File: config.mk
export PLATFORM = sky130hd
export DESIGN_NAME = adcr_readout
export DESIGN_NICKNAME = d
export VERILOG_FILES = /design/src/adcr_pkg.sv /design/src/adcr_sar_if.sv /design/src/adcr_sar.sv /design/src/adcr_fifo.sv /design/src/adcr_readout.sv
export SDC_FILE = /design/constraint.sdc
export NUM_CORES = 1
export LEC_CHECK = 0
export ABC_AREA = 1
export BUFFER_PORTS_ARGS = -buffer_cell sky130_fd_sc_hd__buf_2
export CORE_UTILIZATION = 40
export DETAILED_ROUTE_END_ITERATION = 8
export HOLD_SLACK_MARGIN = 0.15
export PLACE_DENSITY = 0.61
export SYNTH_ARGS = -nofsm -noshare
export SYNTH_HDL_FRONTEND = slang
export SYNTH_SLANG_ARGS = --single-unit
File: constraint.sdc
create_clock -name ref_clk_i -period 15.3 [get_ports ref_clk_i]
set_input_delay 2.295 -clock ref_clk_i [delete_from_list [all_inputs] [get_ports ref_clk_i]]
set_output_delay 2.295 -clock ref_clk_i [all_outputs]
set_load 0.005 [all_outputs]
File: src/adcr_pkg.sv
// constants and types shared by the converter readout control
`default_nettype none

package adcr_pkg;

	// conversion geometry
	localparam int RES_BITS = 12;
	localparam int CONV_CYCLES = 12;
	localparam int NULL_BITS = 1;
	localparam int FIFO_DEPTH = 16;

	// shift clock falling edges counted from the select falling edge
	localparam int EDGE_HOLD = 1;
	localparam int EDGE_LAST_MSB = EDGE_HOLD + CONV_CYCLES;
	localparam int EDGE_LAST_LSB = EDGE_LAST_MSB + RES_BITS - 1;
	localparam int MIN_SEL_LOW_EDGES = 14;
	localparam int CNT_W = 5;
	localparam logic [CNT_W-1:0] CNT_MAX = 5'h1f;

	// timing of the reference clock and of the fastest legal shift clock
	localparam int REF_CLK_PERIOD_NS = 100;
	localparam int SCLK_MIN_PERIOD_NS = 2000;
	localparam int SCLK_MIN_HALF_CYC = SCLK_MIN_PERIOD_NS / (2 * REF_CLK_PERIOD_NS);

	// reset values of the pin synchronisers
	localparam logic SEL_N_RST = 1'b1;
	localparam logic SCLK_RST = 1'b0;

	// readout sequence, gray coded along sample, convert, lsb-first, done
	typedef enum logic [1:0] {
		ST_SAMPLE = 2'b00,
		ST_CONV = 2'b01,
		ST_LSBF = 2'b11,
		ST_DONE = 2'b10
	} adcr_state_type;

endpackage : adcr_pkg

`default_nettype wire

File: src/adcr_sar_if.sv
// interface between the readout sequencer and the successive approximation register
`default_nettype none

interface adcr_sar_if #(
	parameter int WIDTH = 12
);
	logic start;
	logic step;
	logic comp;
	logic done;
	logic [WIDTH-1:0] trial;

	modport ctrl (output start, output step, output comp, input done, input trial);
	modport sar (input start, input step, input comp, output done, output trial);
endinterface : adcr_sar_if

`default_nettype wire

File: src/adcr_sar.sv
// successive approximation register, one bit decision per step
`default_nettype none

module adcr_sar
	import adcr_pkg::*;
#(
	parameter int WIDTH = RES_BITS
) (
	// clock, reset, enable
	input wire logic ref_clk_i,
	input wire logic sys_rst_i,
	input wire logic ce_i,
	// sequencer side
	adcr_sar_if.sar bus
);

	typedef struct packed {
		logic [WIDTH-1:0] trial;
		logic [WIDTH-1:0] mask;
		logic done;
	} adcr_sar_type;

	adcr_sar_type s_q;
	adcr_sar_type s_d;

	// start loads the msb trial; each step keeps or drops the bit under test and tries the next
	always_comb begin
		s_d = s_q;
		s_d.done = 1'b0;
		if (bus.start) begin
			s_d.mask = {1'b1, {(WIDTH-1){1'b0}}};
			s_d.trial = {1'b1, {(WIDTH-1){1'b0}}};
		end else if (bus.step && (s_q.mask != '0)) begin
			s_d.trial = (bus.comp ? s_q.trial : (s_q.trial & ~s_q.mask)) | (s_q.mask >> 1);
			s_d.mask = s_q.mask >> 1;
			s_d.done = s_q.mask[0]; // last decision taken
		end
	end

	// state register, frozen while the enable is low
	always_ff @(posedge ref_clk_i or posedge sys_rst_i) begin
		if (sys_rst_i) begin
			s_q <= '0;
		end else if (ce_i) begin
			s_q <= s_d;
		end
	end

	assign bus.trial = s_q.trial;
	assign bus.done = s_q.done;

endmodule // adcr_sar

`default_nettype wire

File: src/adcr_fifo.sv
// result fifo with valid and ready on both sides
`default_nettype none

module adcr_fifo #(
	parameter int WIDTH = 12,
	parameter int DEPTH = 16
) (
	// clock, reset, enable
	input wire logic ref_clk_i,
	input wire logic sys_rst_i,
	input wire logic ce_i,
	// fill side
	input wire logic in_valid_i,
	output logic in_ready_o,
	input wire logic [WIDTH-1:0] in_data_i,
	// drain side
	output logic out_valid_o,
	input wire logic out_ready_i,
	output logic [WIDTH-1:0] out_data_o
);

	localparam int AW = $clog2(DEPTH);

	typedef struct packed {
		logic [DEPTH-1:0][WIDTH-1:0] mem;
		logic [AW-1:0] wr;
		logic [AW-1:0] rd;
		logic [AW:0] cnt;
	} adcr_fifo_type;

	adcr_fifo_type s_q;
	adcr_fifo_type s_d;
	logic push;
	logic pop;

	// pointer wrap that also works for depths that are not a power of two
	function automatic logic [AW-1:0] ptr_next(input logic [AW-1:0] p);
		ptr_next = (p == AW'(DEPTH - 1)) ? '0 : AW'(p + 1'b1);
	endfunction

	// honest flags straight from the occupancy count
	assign in_ready_o = (s_q.cnt != (AW+1)'(DEPTH));
	assign out_valid_o = (s_q.cnt != '0);
	assign out_data_o = s_q.mem[s_q.rd];
	assign push = in_valid_i && in_ready_o;
	assign pop = out_valid_o && out_ready_i;

	// simultaneous push and pop leave the count unchanged
	always_comb begin
		s_d = s_q;
		if (push) begin
			s_d.mem[s_q.wr] = in_data_i;
			s_d.wr = ptr_next(s_q.wr);
		end
		if (pop) begin
			s_d.rd = ptr_next(s_q.rd);
		end
		if (push && !pop) begin
			s_d.cnt = (AW+1)'(s_q.cnt + 1'b1);
		end else if (pop && !push) begin
			s_d.cnt = (AW+1)'(s_q.cnt - 1'b1);
		end
	end

	// state register
	always_ff @(posedge ref_clk_i or posedge sys_rst_i) begin
		if (sys_rst_i) begin
			s_q <= '0;
		end else if (ce_i) begin
			s_q <= s_d;
		end
	end

endmodule // adcr_fifo

`default_nettype wire

File: src/adcr_readout.sv
// serial readout and conversion sequencing of the 12-bit sampling converter
`default_nettype none

module adcr_readout
	import adcr_pkg::*;
(
	// clock, reset, enable
	input wire logic ref_clk_i,
	input wire logic sys_rst_i,
	input wire logic ce_i,
	// serial pins from and to the host
	input wire logic sclk_i,
	input wire logic select_n_i,
	output logic dout_o,
	output logic dout_oe_o,
	// analog front end
	input wire logic comp_i,
	output logic [RES_BITS-1:0] trial_code_o,
	output logic sample_pos_o,
	output logic cap_neg_o,
	// result stream
	output logic [RES_BITS-1:0] res_data_o,
	output logic res_valid_o,
	input wire logic res_ready_i,
	output logic res_room_o
);

	typedef struct packed {
		logic cs_m;
		logic cs_s;
		logic ck_m;
		logic ck_s;
		logic ck_p;
		logic cmp_m;
		logic cmp_s;
		adcr_state_type st;
		logic [CNT_W-1:0] cnt;
		logic [RES_BITS-1:0] res;
		logic dout;
		logic oe;
		logic push;
	} adcr_ctl_type;

	localparam adcr_ctl_type CTL_RST = '{
		cs_m: SEL_N_RST,
		cs_s: SEL_N_RST,
		ck_m: SCLK_RST,
		ck_s: SCLK_RST,
		ck_p: SCLK_RST,
		cmp_m: 1'b0,
		cmp_s: 1'b0,
		st: ST_SAMPLE,
		cnt: '0,
		res: '0,
		dout: 1'b0,
		oe: 1'b0,
		push: 1'b0
	};

	adcr_ctl_type s_q;
	adcr_ctl_type s_d;
	adcr_sar_if #(.WIDTH(RES_BITS)) sar_bus ();

	logic fall_w;
	logic start_w;
	logic [CNT_W-1:0] edge_w;
	logic [3:0] lsb_idx_w;
	logic lsb_bit_w;

	// slow clock assumed
	// edge detect reads only the second and third stages, never the first flop
	assign fall_w = s_q.ck_p && !s_q.ck_s;
	assign edge_w = (s_q.cnt == CNT_MAX) ? CNT_MAX : CNT_W'(s_q.cnt + 1'b1);
	assign lsb_idx_w = 4'(edge_w - CNT_W'(EDGE_LAST_MSB));
	assign lsb_bit_w = s_q.res[lsb_idx_w];

	assign start_w = fall_w && !s_q.cs_s && (s_q.st == ST_SAMPLE);

	assign sar_bus.start = start_w;
	assign sar_bus.step = fall_w && !s_q.cs_s && (s_q.st == ST_CONV);
	assign sar_bus.comp = s_q.cmp_s;

	// next state of the sequencer and of the pin synchronisers
	always_comb begin
		s_d = s_q;
		s_d.cs_m = select_n_i;
		s_d.cs_s = s_q.cs_m;
		s_d.ck_m = sclk_i;
		s_d.ck_s = s_q.ck_m;
		s_d.ck_p = s_q.ck_s;
		s_d.cmp_m = comp_i;
		s_d.cmp_s = s_q.cmp_m;
		s_d.push = 1'b0;
		if (s_q.cs_s) begin
			s_d.st = ST_SAMPLE;
			s_d.cnt = '0;
			s_d.dout = 1'b0;
			s_d.oe = 1'b0;
		end else if (fall_w) begin
			s_d.cnt = edge_w;
			case (s_q.st)
				ST_SAMPLE: begin
					s_d.oe = 1'b1;
					s_d.dout = 1'b0;
					s_d.st = ST_CONV;
				end
				ST_CONV: begin
					s_d.dout = s_q.cmp_s;
					s_d.res = {s_q.res[RES_BITS-2:0], s_q.cmp_s};
					if (edge_w == CNT_W'(EDGE_LAST_MSB)) begin
						s_d.st = ST_LSBF;
						s_d.push = 1'b1;
					end
				end
				ST_LSBF: begin
					s_d.dout = lsb_bit_w;
					if (edge_w == CNT_W'(EDGE_LAST_LSB)) begin
						s_d.st = ST_DONE;
					end
				end
				ST_DONE: begin
					s_d.dout = 1'b0;
				end
				default: begin
					s_d.st = ST_SAMPLE;
				end
			endcase
		end
	end

	// state register, frozen while the enable is low
	always_ff @(posedge ref_clk_i or posedge sys_rst_i) begin
		if (sys_rst_i) begin
			s_q <= CTL_RST;
		end else if (ce_i) begin
			s_q <= s_d;
		end
	end

	assign dout_o = s_q.dout;
	assign dout_oe_o = s_q.oe;

	assign sample_pos_o = (s_q.st == ST_SAMPLE);
	assign cap_neg_o = (s_q.st != ST_SAMPLE);
	assign trial_code_o = sar_bus.trial;

	// successive approximation register
	adcr_sar #(
		.WIDTH(RES_BITS)
	) u_sar (
		.ref_clk_i(ref_clk_i),
		.sys_rst_i(sys_rst_i),
		.ce_i(ce_i),
		.bus(sar_bus)
	);

	// results also go to a stream; a full fifo drops the word but never stalls the serial pins
	adcr_fifo #(
		.WIDTH(RES_BITS),
		.DEPTH(FIFO_DEPTH)
	) u_fifo (
		.ref_clk_i(ref_clk_i),
		.sys_rst_i(sys_rst_i),
		.ce_i(ce_i),
		.in_valid_i(s_q.push),
		.in_ready_o(res_room_o),
		.in_data_i(s_q.res),
		.out_valid_o(res_valid_o),
		.out_ready_i(res_ready_i),
		.out_data_o(res_data_o)
	);
endmodule // adcr_readout

`default_nettype wire

==> impl_metrics.toml, run 1 <==
[timing]
final.min_clock_period_ns = 5.41
finalSetupViolations = 0
tns_ns = 0
relSlewSlack_pct = 24.8
final_hold_viol_count = 0
finalClockSkew_ns = 0.00800
rsz0062_at_grt = "false"
finalCritPeriodShare_pct = 35.4
slew_violations = 0
tightest_slew_ns = 1.12
clock.fmax_ghz = 0.185

[place]
io_buffers = 36
placed_area_mm2 = 0.0128
place_hpwl_um = 21000
gp_congestion = 0.831

[logic_synthesis]
synth_edf_count = 0
ys_ff_latch = 258
synthArstFlopShare_pct = 100
synth_nets = 1659
avgSynthCellArea_um2 = 7.79
syn_area_mm2 = 0.0128
yosysUniqueCellTypes = 39
yosysSeqAreaShare_pct = 50.6
synthCells = 1639
ys_warn_count = 0
synth_ff_type = "dfrtp_1"

[route]
wl_um = 34900
drt_iter0_drc = 974
via_count = 10600
wl_per_cell_um = 17.3
drc = 0
ant_nets = 0
drt_pass1_iterations = 5
viasPerCell = 5.26

[flow_run]
maxCapViolCount = 0

[final_layout]
syn2layout_area_growth_pct = 8.84
antennaDiodeCount = 0
fin_nets = 1611
fin_area_mm2 = 0.0139
layout-drive-gt1-share_pct = 7.25

[die]
placementRows = 65
die-width_um = 181
start_util_pct = 40.5
die_y_um = 181
io_pins = 37
dieArea_mm2 = 0.0326
core_area_mm2 = 0.0315

[status]
status = "completed"

[worst_setup_path]
worstSetupEndpointType = "output port"
crit_type = "flip-flop to output port"
required_ns = 13.01
path_max_fanout = 48
cp-start-kind = "flip-flop"
worstPathArrival_ns = 3.12

[clocking]
clk_path_buf_depth = 3
post-cts-setup-buffer-count = 0
clock_sinks = 258
postCtsHoldBufs = 0
clk_pin_slew_worst_paths_ns = 0.06
cts_root_buffer = "clkbuf_16"
htree_levels = 1
tritoncts = "done"
clkLatencyLatePin_ns = 0.56
numCtsBuffers = 31
ctsResizeCount = 0

[hold_path]
hold_class = "flip-flop to flip-flop"

[global_route]
antenna_found_initial = 0
grt_pass1_vias = 10200
grt_max_degree = 126
grt_pass1_wl_um = 56700
grt_overflow = 0
globalRouteTotalUtil_pct = 21.7

[pwr]
power_mw = 2.08
max-vdd-ir-drop_mv = 0.0917
p_leak_nw = 7.29
power_density_mw_per_mm2 = 150
[cell type report]
cell class              count  area (um^2)
fillers                  3127        17600
flip-flops and latches    258         6460
multi-input cells        1204         5450
clock buffers              47          926
well taps                 402          503
repair buffers             41          218
inverters                  55          214
clock inverters             8          121
[critical path, cell delays in order (launching register included)]
cell	delay (ns)
dfrtp_2	0.59
inv_2	0.64
buf_4	0.57
nor2_1	0.08
o32ai_1	0.26
nand2_1	0.13
nand3_1	0.14
buf_2	0.13
[final timing paths]
| kind | start | to | slack [ns] | cells past startpoint |
|---|---|---|---|---|
| worst min-delay path | s_d[27]$_DFFE_PP1P_ | s_d[27]$_DFFE_PP1P_ | 0.46 | 2 |
| min in group asynchronous | sys_rst_i | s_q[16]$_DFFE_PP0P_ | 1.93 | 2 |
| worst min register to register | s_d[27]$_DFFE_PP1P_ | s_d[27]$_DFFE_PP1P_ | 0.46 | 2 |
| worst max register to register | s_d[24]$_DFFE_PP0P_ | u_sar.bus.trial[5]$_DFFE_PP0P_ | 12.25 | 9 |
| max in group asynchronous | sys_rst_i | u_fifo.s_q[5]$_DFFE_PP0P_ | 11.81 | 3 |
| worst max-delay path | u_fifo.s_q[5]$_DFFE_PP0P_ | res_data_o[8] | 9.89 | 7 |
[where the power goes]
group	switching, mW	total (mW)	internal [mW]
clock network	0.286	0.749	0.463
registers	0.0847	0.806	0.721
logic	0.348	0.528	0.180
[Yosys cell counts, types with 2 or more instances]
cell type,count,area (um^2)
ha_1,12,150
o32ai_1,24,210
a21oi_1,20,100
o211ai_1,26,195
xor2_1,6,52.6
inv_1,53,199
nor3_2,12,120
buf_4,32,240
nand2_1,725,2720
nand3_1,61,305
nand4_1,3,18.8
nor4_1,3,18.8
nor2_2,2,12.5
nor2_1,157,589
o221ai_1,9,78.8
buf_1,22,82.6
nor3_1,5,25.0
dfstp_2,2,52.6
dfrtp_1,256,6410
o22ai_1,4,25.0
o21ai_0,105,526
a21boi_0,11,82.6
buf_2,14,70.1
buf_6,9,101
clkbuf_1,44,165
mux2i_1,9,90.1
[cell families (layout without fill, tap and decap cells)]
kind of cell	after synthesis	count (layout)	share of synthesized area, %
AOI/OAI and AO/OA	202	202	9.72
xor gates and xnor gates	6	6	0.412
adders and majority gates	13	13	1.33
buffers and inverters	177	151	6.82
DFF	258	258	50.6
muxes	9	9	0.706
and+or+nand+nor	974	974	30.4
[flip-flops by register name, indices dropped and copies added (netlist names)]
name	cells
u_fifo.s_q	205
s_q	22
u_sar.bus.trial	12
u_sar.s_q	12
s_d	4
dout_o	1
dout_oe_o	1
sar_bus.comp	1
[per-stage QoR]
step | worst slack [ns] | std cells | hold slack [ns] | utilization, %
floorplan | 5.91 | 1639 | 0.442 | -
global placement | 10.33 | 1960 | 0.453 | 40.8
detailed placement | 10.34 | 1960 | 0.456 | 40.8
CTS | 9.90 | 2015 | 0.466 | 44.1
global route | 9.67 | 2015 | 0.484 | 44.1
finish | 9.89 | 2015 | 0.463 | 44.1
[cell usage in the layout (no fill, tap or decap), types with 11 or more instances in the layout]
master	netlist	routed
nor3_2	12	15
inv_1	53	52
a21boi_0	11	11
a21oi_1	20	20
buf_2	14	36
o32ai_1	24	24
o21ai_0	105	105
clkbuf_16	0	31
nand2_1	725	725
o211ai_1	26	26
ha_1	12	12
dfrtp_1	256	254
nand3_1	61	61
nor2_1	157	157
[metal layers]
metal | GRT usage [%] | up-vias | wire length [um]
li1 | - | 5117 | -
met1 | 31.8 | 5133 | 16200
met2 | 33.9 | 302 | 15600
met3 | 3.05 | 40 | 2500
met4 | 5.13 | 0 | 707
met5 | 0 | - | 0
(Power assumes the default switching activity.)
==> inputs of run 2 (changes only) <==
--- a/config.mk
+++ b/config.mk
@@ -10,7 +10,7 @@
 export CORE_UTILIZATION = 40
 export DETAILED_ROUTE_END_ITERATION = 8
 export HOLD_SLACK_MARGIN = 0.15
-export PLACE_DENSITY = 0.61
+export PLACE_DENSITY = 0.63
 export SYNTH_ARGS = -nofsm -noshare
 export SYNTH_HDL_FRONTEND = slang
 export SYNTH_SLANG_ARGS = --single-unit
==> constraint.sdc (replaced) <==
create_clock -name ref_clk_i -period 4.6 [get_ports ref_clk_i]
set_input_delay 0.69 -clock ref_clk_i [delete_from_list [all_inputs] [get_ports ref_clk_i]]
set_output_delay 0.69 -clock ref_clk_i [all_outputs]
set_load 0.005 [all_outputs]
==> run 2 against run 1 <==
- first-iteration DRC count is 6.3% higher
- largest power group unchanged
- highest routed layer unchanged
- combinational power grew to 3.4 times the previous value
- cell count is 0.35% higher
- critical path type unchanged
- sequential power grew to 3.3 times the previous value
- clock skew rose by 0.0043 ns
- sequential share of layout area fell by 0.21 points
- clock-buffer cell count unchanged
- worst setup slack got worse by 8.8 ns
- clock power rose to 3.4 times the previous value
- wire length is 1.4% lower
==> impl_metrics.toml, run 2 (synthesis results as in run 1) <==
[status]
status = "completed"

[clocking]
clkLatencyLatePin_ns = 0.56
htree_levels = 1
numCtsBuffers = 30
clk_path_buf_depth = 3
post-cts-setup-buffer-count = 0
clock_sinks = 258
cts_root_buffer = "clkbuf_16"
tritoncts = "done"
clk_pin_slew_worst_paths_ns = 0.06

[worst_setup_path]
cp-start-kind = "flip-flop"
worstPathArrival_ns = 2.87
worstSetupEndpointType = "output port"
worstReg2RegEnd = "u_sar.bus.trial[0]$_DFFE_PP0P_"
crit_type = "flip-flop to output port"
rrSetupSlack_ns = 1.58
required_ns = 3.91
reg2reg_from = "s_d[24]$_DFFE_PP0P_"
r2r_cells = 9
path_max_fanout = 98

[die]
die-width_um = 181
die_y_um = 181
io_pins = 37
placementRows = 65
start_util_pct = 40.5
core_area_mm2 = 0.0315
dieArea_mm2 = 0.0326

[timing]
fin_ws_ns = 1.04
clock.fmax_ghz = 0.281
tightest_slew_ns = 1.13
rsz0062_at_grt = "false"
whs_ns = 0.335
slew_violations = 0
tns_ns = 0
finalCritPeriodShare_pct = 77.4
final.min_clock_period_ns = 3.56
final_hold_viol_count = 0
finalSetupViolations = 0
finalClockSkew_ns = 0.0123
relSlewSlack_pct = 24.5

[global_route]
grt_pass1_vias = 10100
grt_overflow = 0
antenna_found_initial = 0
globalRouteTotalUtil_pct = 21.3
grt_pass1_wl_um = 55400
grt_max_degree = 114

[final_layout]
final_common_cell = "nand2_1"
fin_area_mm2 = 0.0140
antennaDiodeCount = 0
regMostFlops = "u_fifo.s_q"
n_fill_cell = 3109
syn2layout_area_growth_pct = 9.34
fin_nets = 1616
final_cell_mix = "nand2_1, dfrtp_1, nor2_1, o21ai_0, nand3_1"
layout-drive-gt1-share_pct = 7.10
reg.largest.list = "u_fifo.s_q (205), s_q (22)"
largest_register_ffs = 205

[flow_run]
maxCapViolCount = 0

[place]
io_buffers = 36
place_hpwl_um = 20600
gp_congestion = 0.844
placed_area_mm2 = 0.0129
place_ws_ns = 1.32

[pwr]
p_sw_mw = 2.40
p_int_mw = 4.59
p_clk_share_pct = 36.0
power_density_mw_per_mm2 = 501
max-vdd-ir-drop_mv = 0.353
comb_power_share_pct = 25.7
swShare_pct = 34.3
p_leak_nw = 7.32
pwr-share-seq_pct = 38.3
power_mw = 6.99

[route]
drt_pass1_iterations = 5
drc = 0
viasPerCell = 5.29
ant_nets = 0
wl_um = 34400
drt_iter0_drc = 1035
wl_per_cell_um = 17.0
via_count = 10700

[hold_path]
hold_class = "primary input to flip-flop"
worstHoldStart = "select_n_i"
min_path_cells = 3
holdPathEnd = "s_d[27]$_DFFE_PP1P_"
## run 2: stage by stage
step	std cells	utilization, %
global placement	1965	41.0
floorplan	1639	-
global route	2022	44.3
detailed placement	1965	41.0
finish	2022	44.3
CTS	2022	44.3
## run 2: power groups by stage
stage	clock network, mW	registers [mW]	logic [mW]
floorplan	0	2.53	1.34
global placement	0	2.71	1.77
detailed placement	0	2.71	1.79
CTS	2.56	2.67	1.80
global route	2.65	2.70	2.02
finish	2.52	2.68	1.80
## run 2: how the worst max path moves through the flow
stage                              start                         endpoint  slack [ns]  depth (start not counted)
2_1_floorplan                  sys_rst_i               dout_o$_DFFE_PP0P_        0.51                          1
3_3_place_gp                        ce_i  u_sar.bus.trial[10]$_DFFE_PP0P_        1.44                          7
3_5_place_dp                        ce_i   u_sar.bus.trial[0]$_DFFE_PP0P_        1.32                          7
4_1_cts        u_fifo.s_q[5]$_DFFE_PP0P_                    res_data_o[0]        1.09                          6
5_1_grt        u_fifo.s_q[5]$_DFFE_PP0P_                    res_data_o[5]        0.94                          6
6_report       u_fifo.s_q[5]$_DFFE_PP0P_                   res_data_o[11]        1.04                          6
## run 2: timing repair
action | 4_1_cts | 5_1_grt
resized for setup | 0 | 0
hold buffers | 1 | 0
hold endpoints to repair | 2 | 0
## run 2: layout make-up
type	instances	area [um^2]	area share [%]
clock buffers	47	866	6.21
flip-flops and latches	258	6460	46.3
repair buffers	47	303	2.17
well taps	402	503	3.60
inverters	55	210	1.51
multi-input cells	1204	5440	39.0
clock inverters	9	174	1.25
## run 2: critical path, cell delays in order (launching register included)
cell and delay, ns:
dfrtp_2 0.37, buf_4 0.80, o21ai_0 0.22, o221ai_1 0.29, nand3_1 0.22, nand3_1 0.17, buf_2 0.13
## run 2: layer usage
metal,GRT usage (%),vias to the layer above,part of all wire [%],wire length (um)
li1,-,5129,-,-
met4,8.65,0,3.5,1220
met5,0,-,0,0
met3,3.15,75,6.5,2240
met2,31.9,356,44,15100
met1,30.9,5139,46,15800
==> inputs of run 3 (changes only) <==
--- a/config.mk
+++ b/config.mk
@@ -10,7 +10,7 @@
 export CORE_UTILIZATION = 40
 export DETAILED_ROUTE_END_ITERATION = 8
 export HOLD_SLACK_MARGIN = 0.15
-export PLACE_DENSITY = 0.63
+export PLACE_DENSITY = 0.61
 export SYNTH_ARGS = -nofsm -noshare
 export SYNTH_HDL_FRONTEND = slang
 export SYNTH_SLANG_ARGS = --single-unit
==> constraint.sdc (replaced) <==
create_clock -name ref_clk_i -period 3.5 [get_ports ref_clk_i]
set_input_delay 0.525 -clock ref_clk_i [delete_from_list [all_inputs] [get_ports ref_clk_i]]
set_output_delay 0.525 -clock ref_clk_i [all_outputs]
set_load 0.005 [all_outputs]
==> run 3 against run 2 <==
- combinational power rose by 38%
- global-route usage increased by 0.46 points
- via count down 0.47%
- cell count is 1.2% higher
==> impl_metrics.toml, run 3 (synthesis results as in run 1) <==
[status]
status = "completed"

[die]
placementRows = 65
die_y_um = 181
dieArea_mm2 = 0.0326
die-width_um = 181
core_area_mm2 = 0.0315
start_util_pct = 40.5
io_pins = 37

[route]
drt_iter0_drc = 909
wl_met3_um = 1930
drc = 0
via_count = 10600
met1Wirelength_um = 16200
top_layer = "met4"
ant_nets = 0
wl_um = 34700
wl_per_cell_um = 16.9
viasPerCell = 5.20
drt_pass1_iterations = 5
route.met2.wl_um = 15800

[global_route]
grt_pass1_vias = 10400
antenna_found_initial = 0
grt_pass1_wl_um = 57000
grt_overflow = 0
globalRouteTotalUtil_pct = 21.8
grt_max_degree = 90

[worst_setup_path]
crit_type = "flip-flop to output port"
worstPathArrival_ns = 2.51
crit_family = "simple AND/OR/NAND/NOR gates"
path_cells = "buf_4, nor2_1, nor2_1, o21ai_0, o211ai_1, nand3_1, nand3_1, buf_2"
cpPeakStageDelay_ns = 0.45
required_ns = 2.97
critPathBufInv = 2
cp-start-kind = "flip-flop"
rrSetupSlack_ns = 0.93
worstSetupEndpointType = "output port"
path_max_fanout = 46
critPathSlowestCell = "buf_4"

[final_layout]
final_common_cell = "nand2_1"
regMostFlops = "u_fifo.s_q"
fin_cells = 2047
antennaDiodeCount = 0
fin_nets = 1641
reg.largest.list = "u_fifo.s_q (205), s_q (22)"
layout-drive-gt1-share_pct = 8.94
n_fill_cell = 3067
final_util_pct = 45.0
final_cell_mix = "nand2_1, dfrtp_1, nor2_1, o21ai_0, nand3_1"
largest_register_ffs = 205
fin_area_mm2 = 0.0142
syn2layout_area_growth_pct = 11.0

[clocking]
postCtsHoldBufs = 3
cts_root_buffer = "clkbuf_16"
tritoncts = "done"
numCtsBuffers = 30
clk_path_buf_depth = 3
htree_levels = 1
clk_pin_slew_worst_paths_ns = 0.06
post-cts-setup-buffer-count = 0
clock_sinks = 258
clkLatencyLatePin_ns = 0.57
ctsResizeCount = 0

[pwr]
power_mw = 9.21
p_clk_share_pct = 35.7
p_leak_nw = 7.46
swShare_pct = 35.0
p_sw_mw = 3.23
power_density_mw_per_mm2 = 650
comb_power_share_pct = 27.1
pwr-share-seq_pct = 37.2
p_int_mw = 5.98
max-vdd-ir-drop_mv = 0.463

[timing]
tns_ns = 0
clock.fmax_ghz = 0.329
whs_ns = 0.192
finalSetupViolations = 0
rsz0062_at_grt = "false"
slew_violations = 0
final_hold_viol_count = 0
fin_ws_ns = 0.462
finalClockSkew_ns = 0.0125
relSlewSlack_pct = 35.1
final.min_clock_period_ns = 3.04
finalCritPeriodShare_pct = 86.8
tightest_slew_ns = 0.973

[hold_path]
hold_class = "primary input to flip-flop"

[place]
placed_area_mm2 = 0.0131
gp_congestion = 0.885
place_hpwl_um = 21200
dpl.cell_count = 1988
place_ws_ns = 0.938
io_buffers = 36

[flow_run]
maxCapViolCount = 0
run 3: cell count changes in the layout (fill, tap and decap cells not counted), sizes merged:
cell,change
dlygate4sd3,+2
clkbuf,-6
clkinv,+4
clkinvlp,+3
inv,+1
bufinv,-2
buf,+23
run 3: area by class of cell:
class | instances | area [um^2] | area share (%)
Timing Repair Buffer | 72 | 508 | 3.59
Multi-Input combinational cell | 1204 | 5430 | 38.4
Sequential cell | 258 | 6460 | 45.6
Tap cell | 402 | 503 | 3.55
Clock inverter | 15 | 165 | 1.17
Inverter | 55 | 210 | 1.48
Clock buffer | 41 | 883 | 6.24
run 3: layer usage:
layer,GRT usage (%),vias to the layer above
met1,30.5,5121
met3,3.33,53
met4,5.64,0
met5,0,-
li1,-,5176
met2,35.1,299
run 3: path summary, 6_finish.rpt:
kind	start	cells after the start	end
setup / recovery	u_fifo.s_q[5]$_DFFE_PP0P_	8	res_data_o[8]
hold / removal	sclk_i	3	s_d[25]$_DFFE_PP0P_
setup reg to reg	s_q[15]$_DFFE_PP0P_	11	dout_o$_DFFE_PP0P_
hold reg to reg	s_d[27]$_DFFE_PP1P_	2	s_d[27]$_DFFE_PP1P_
max in group asynchronous	sys_rst_i	4	u_fifo.s_q[6]$_DFFE_PP0P_
min in group asynchronous	sys_rst_i	4	u_fifo.s_q[167]$_DFFE_PP0P_
run 3: worst reg2reg max path, stage by stage, from the launching register on:
cell and delay [ns]:
dfrtp_1 0.59, ha_1 0.33, nand4_2 0.27, nand2_1 0.28, inv_1 0.13, ha_1 0.35
inv_1 0.13, nand3_1 0.08, nand3_1 0.10, nand3b_1 0.08, nand2_1 0.07, nand2_1 0.04
run 3: power groups by stage:
stage	clock network (mW)	registers, mW	logic, mW
6_report	3.29	3.43	2.49
3_5_place_dp	0	3.48	2.49
3_3_place_gp	0	3.47	2.48
2_1_floorplan	0	3.33	1.76
5_1_grt	3.46	3.46	2.81
4_1_cts	3.35	3.42	2.50
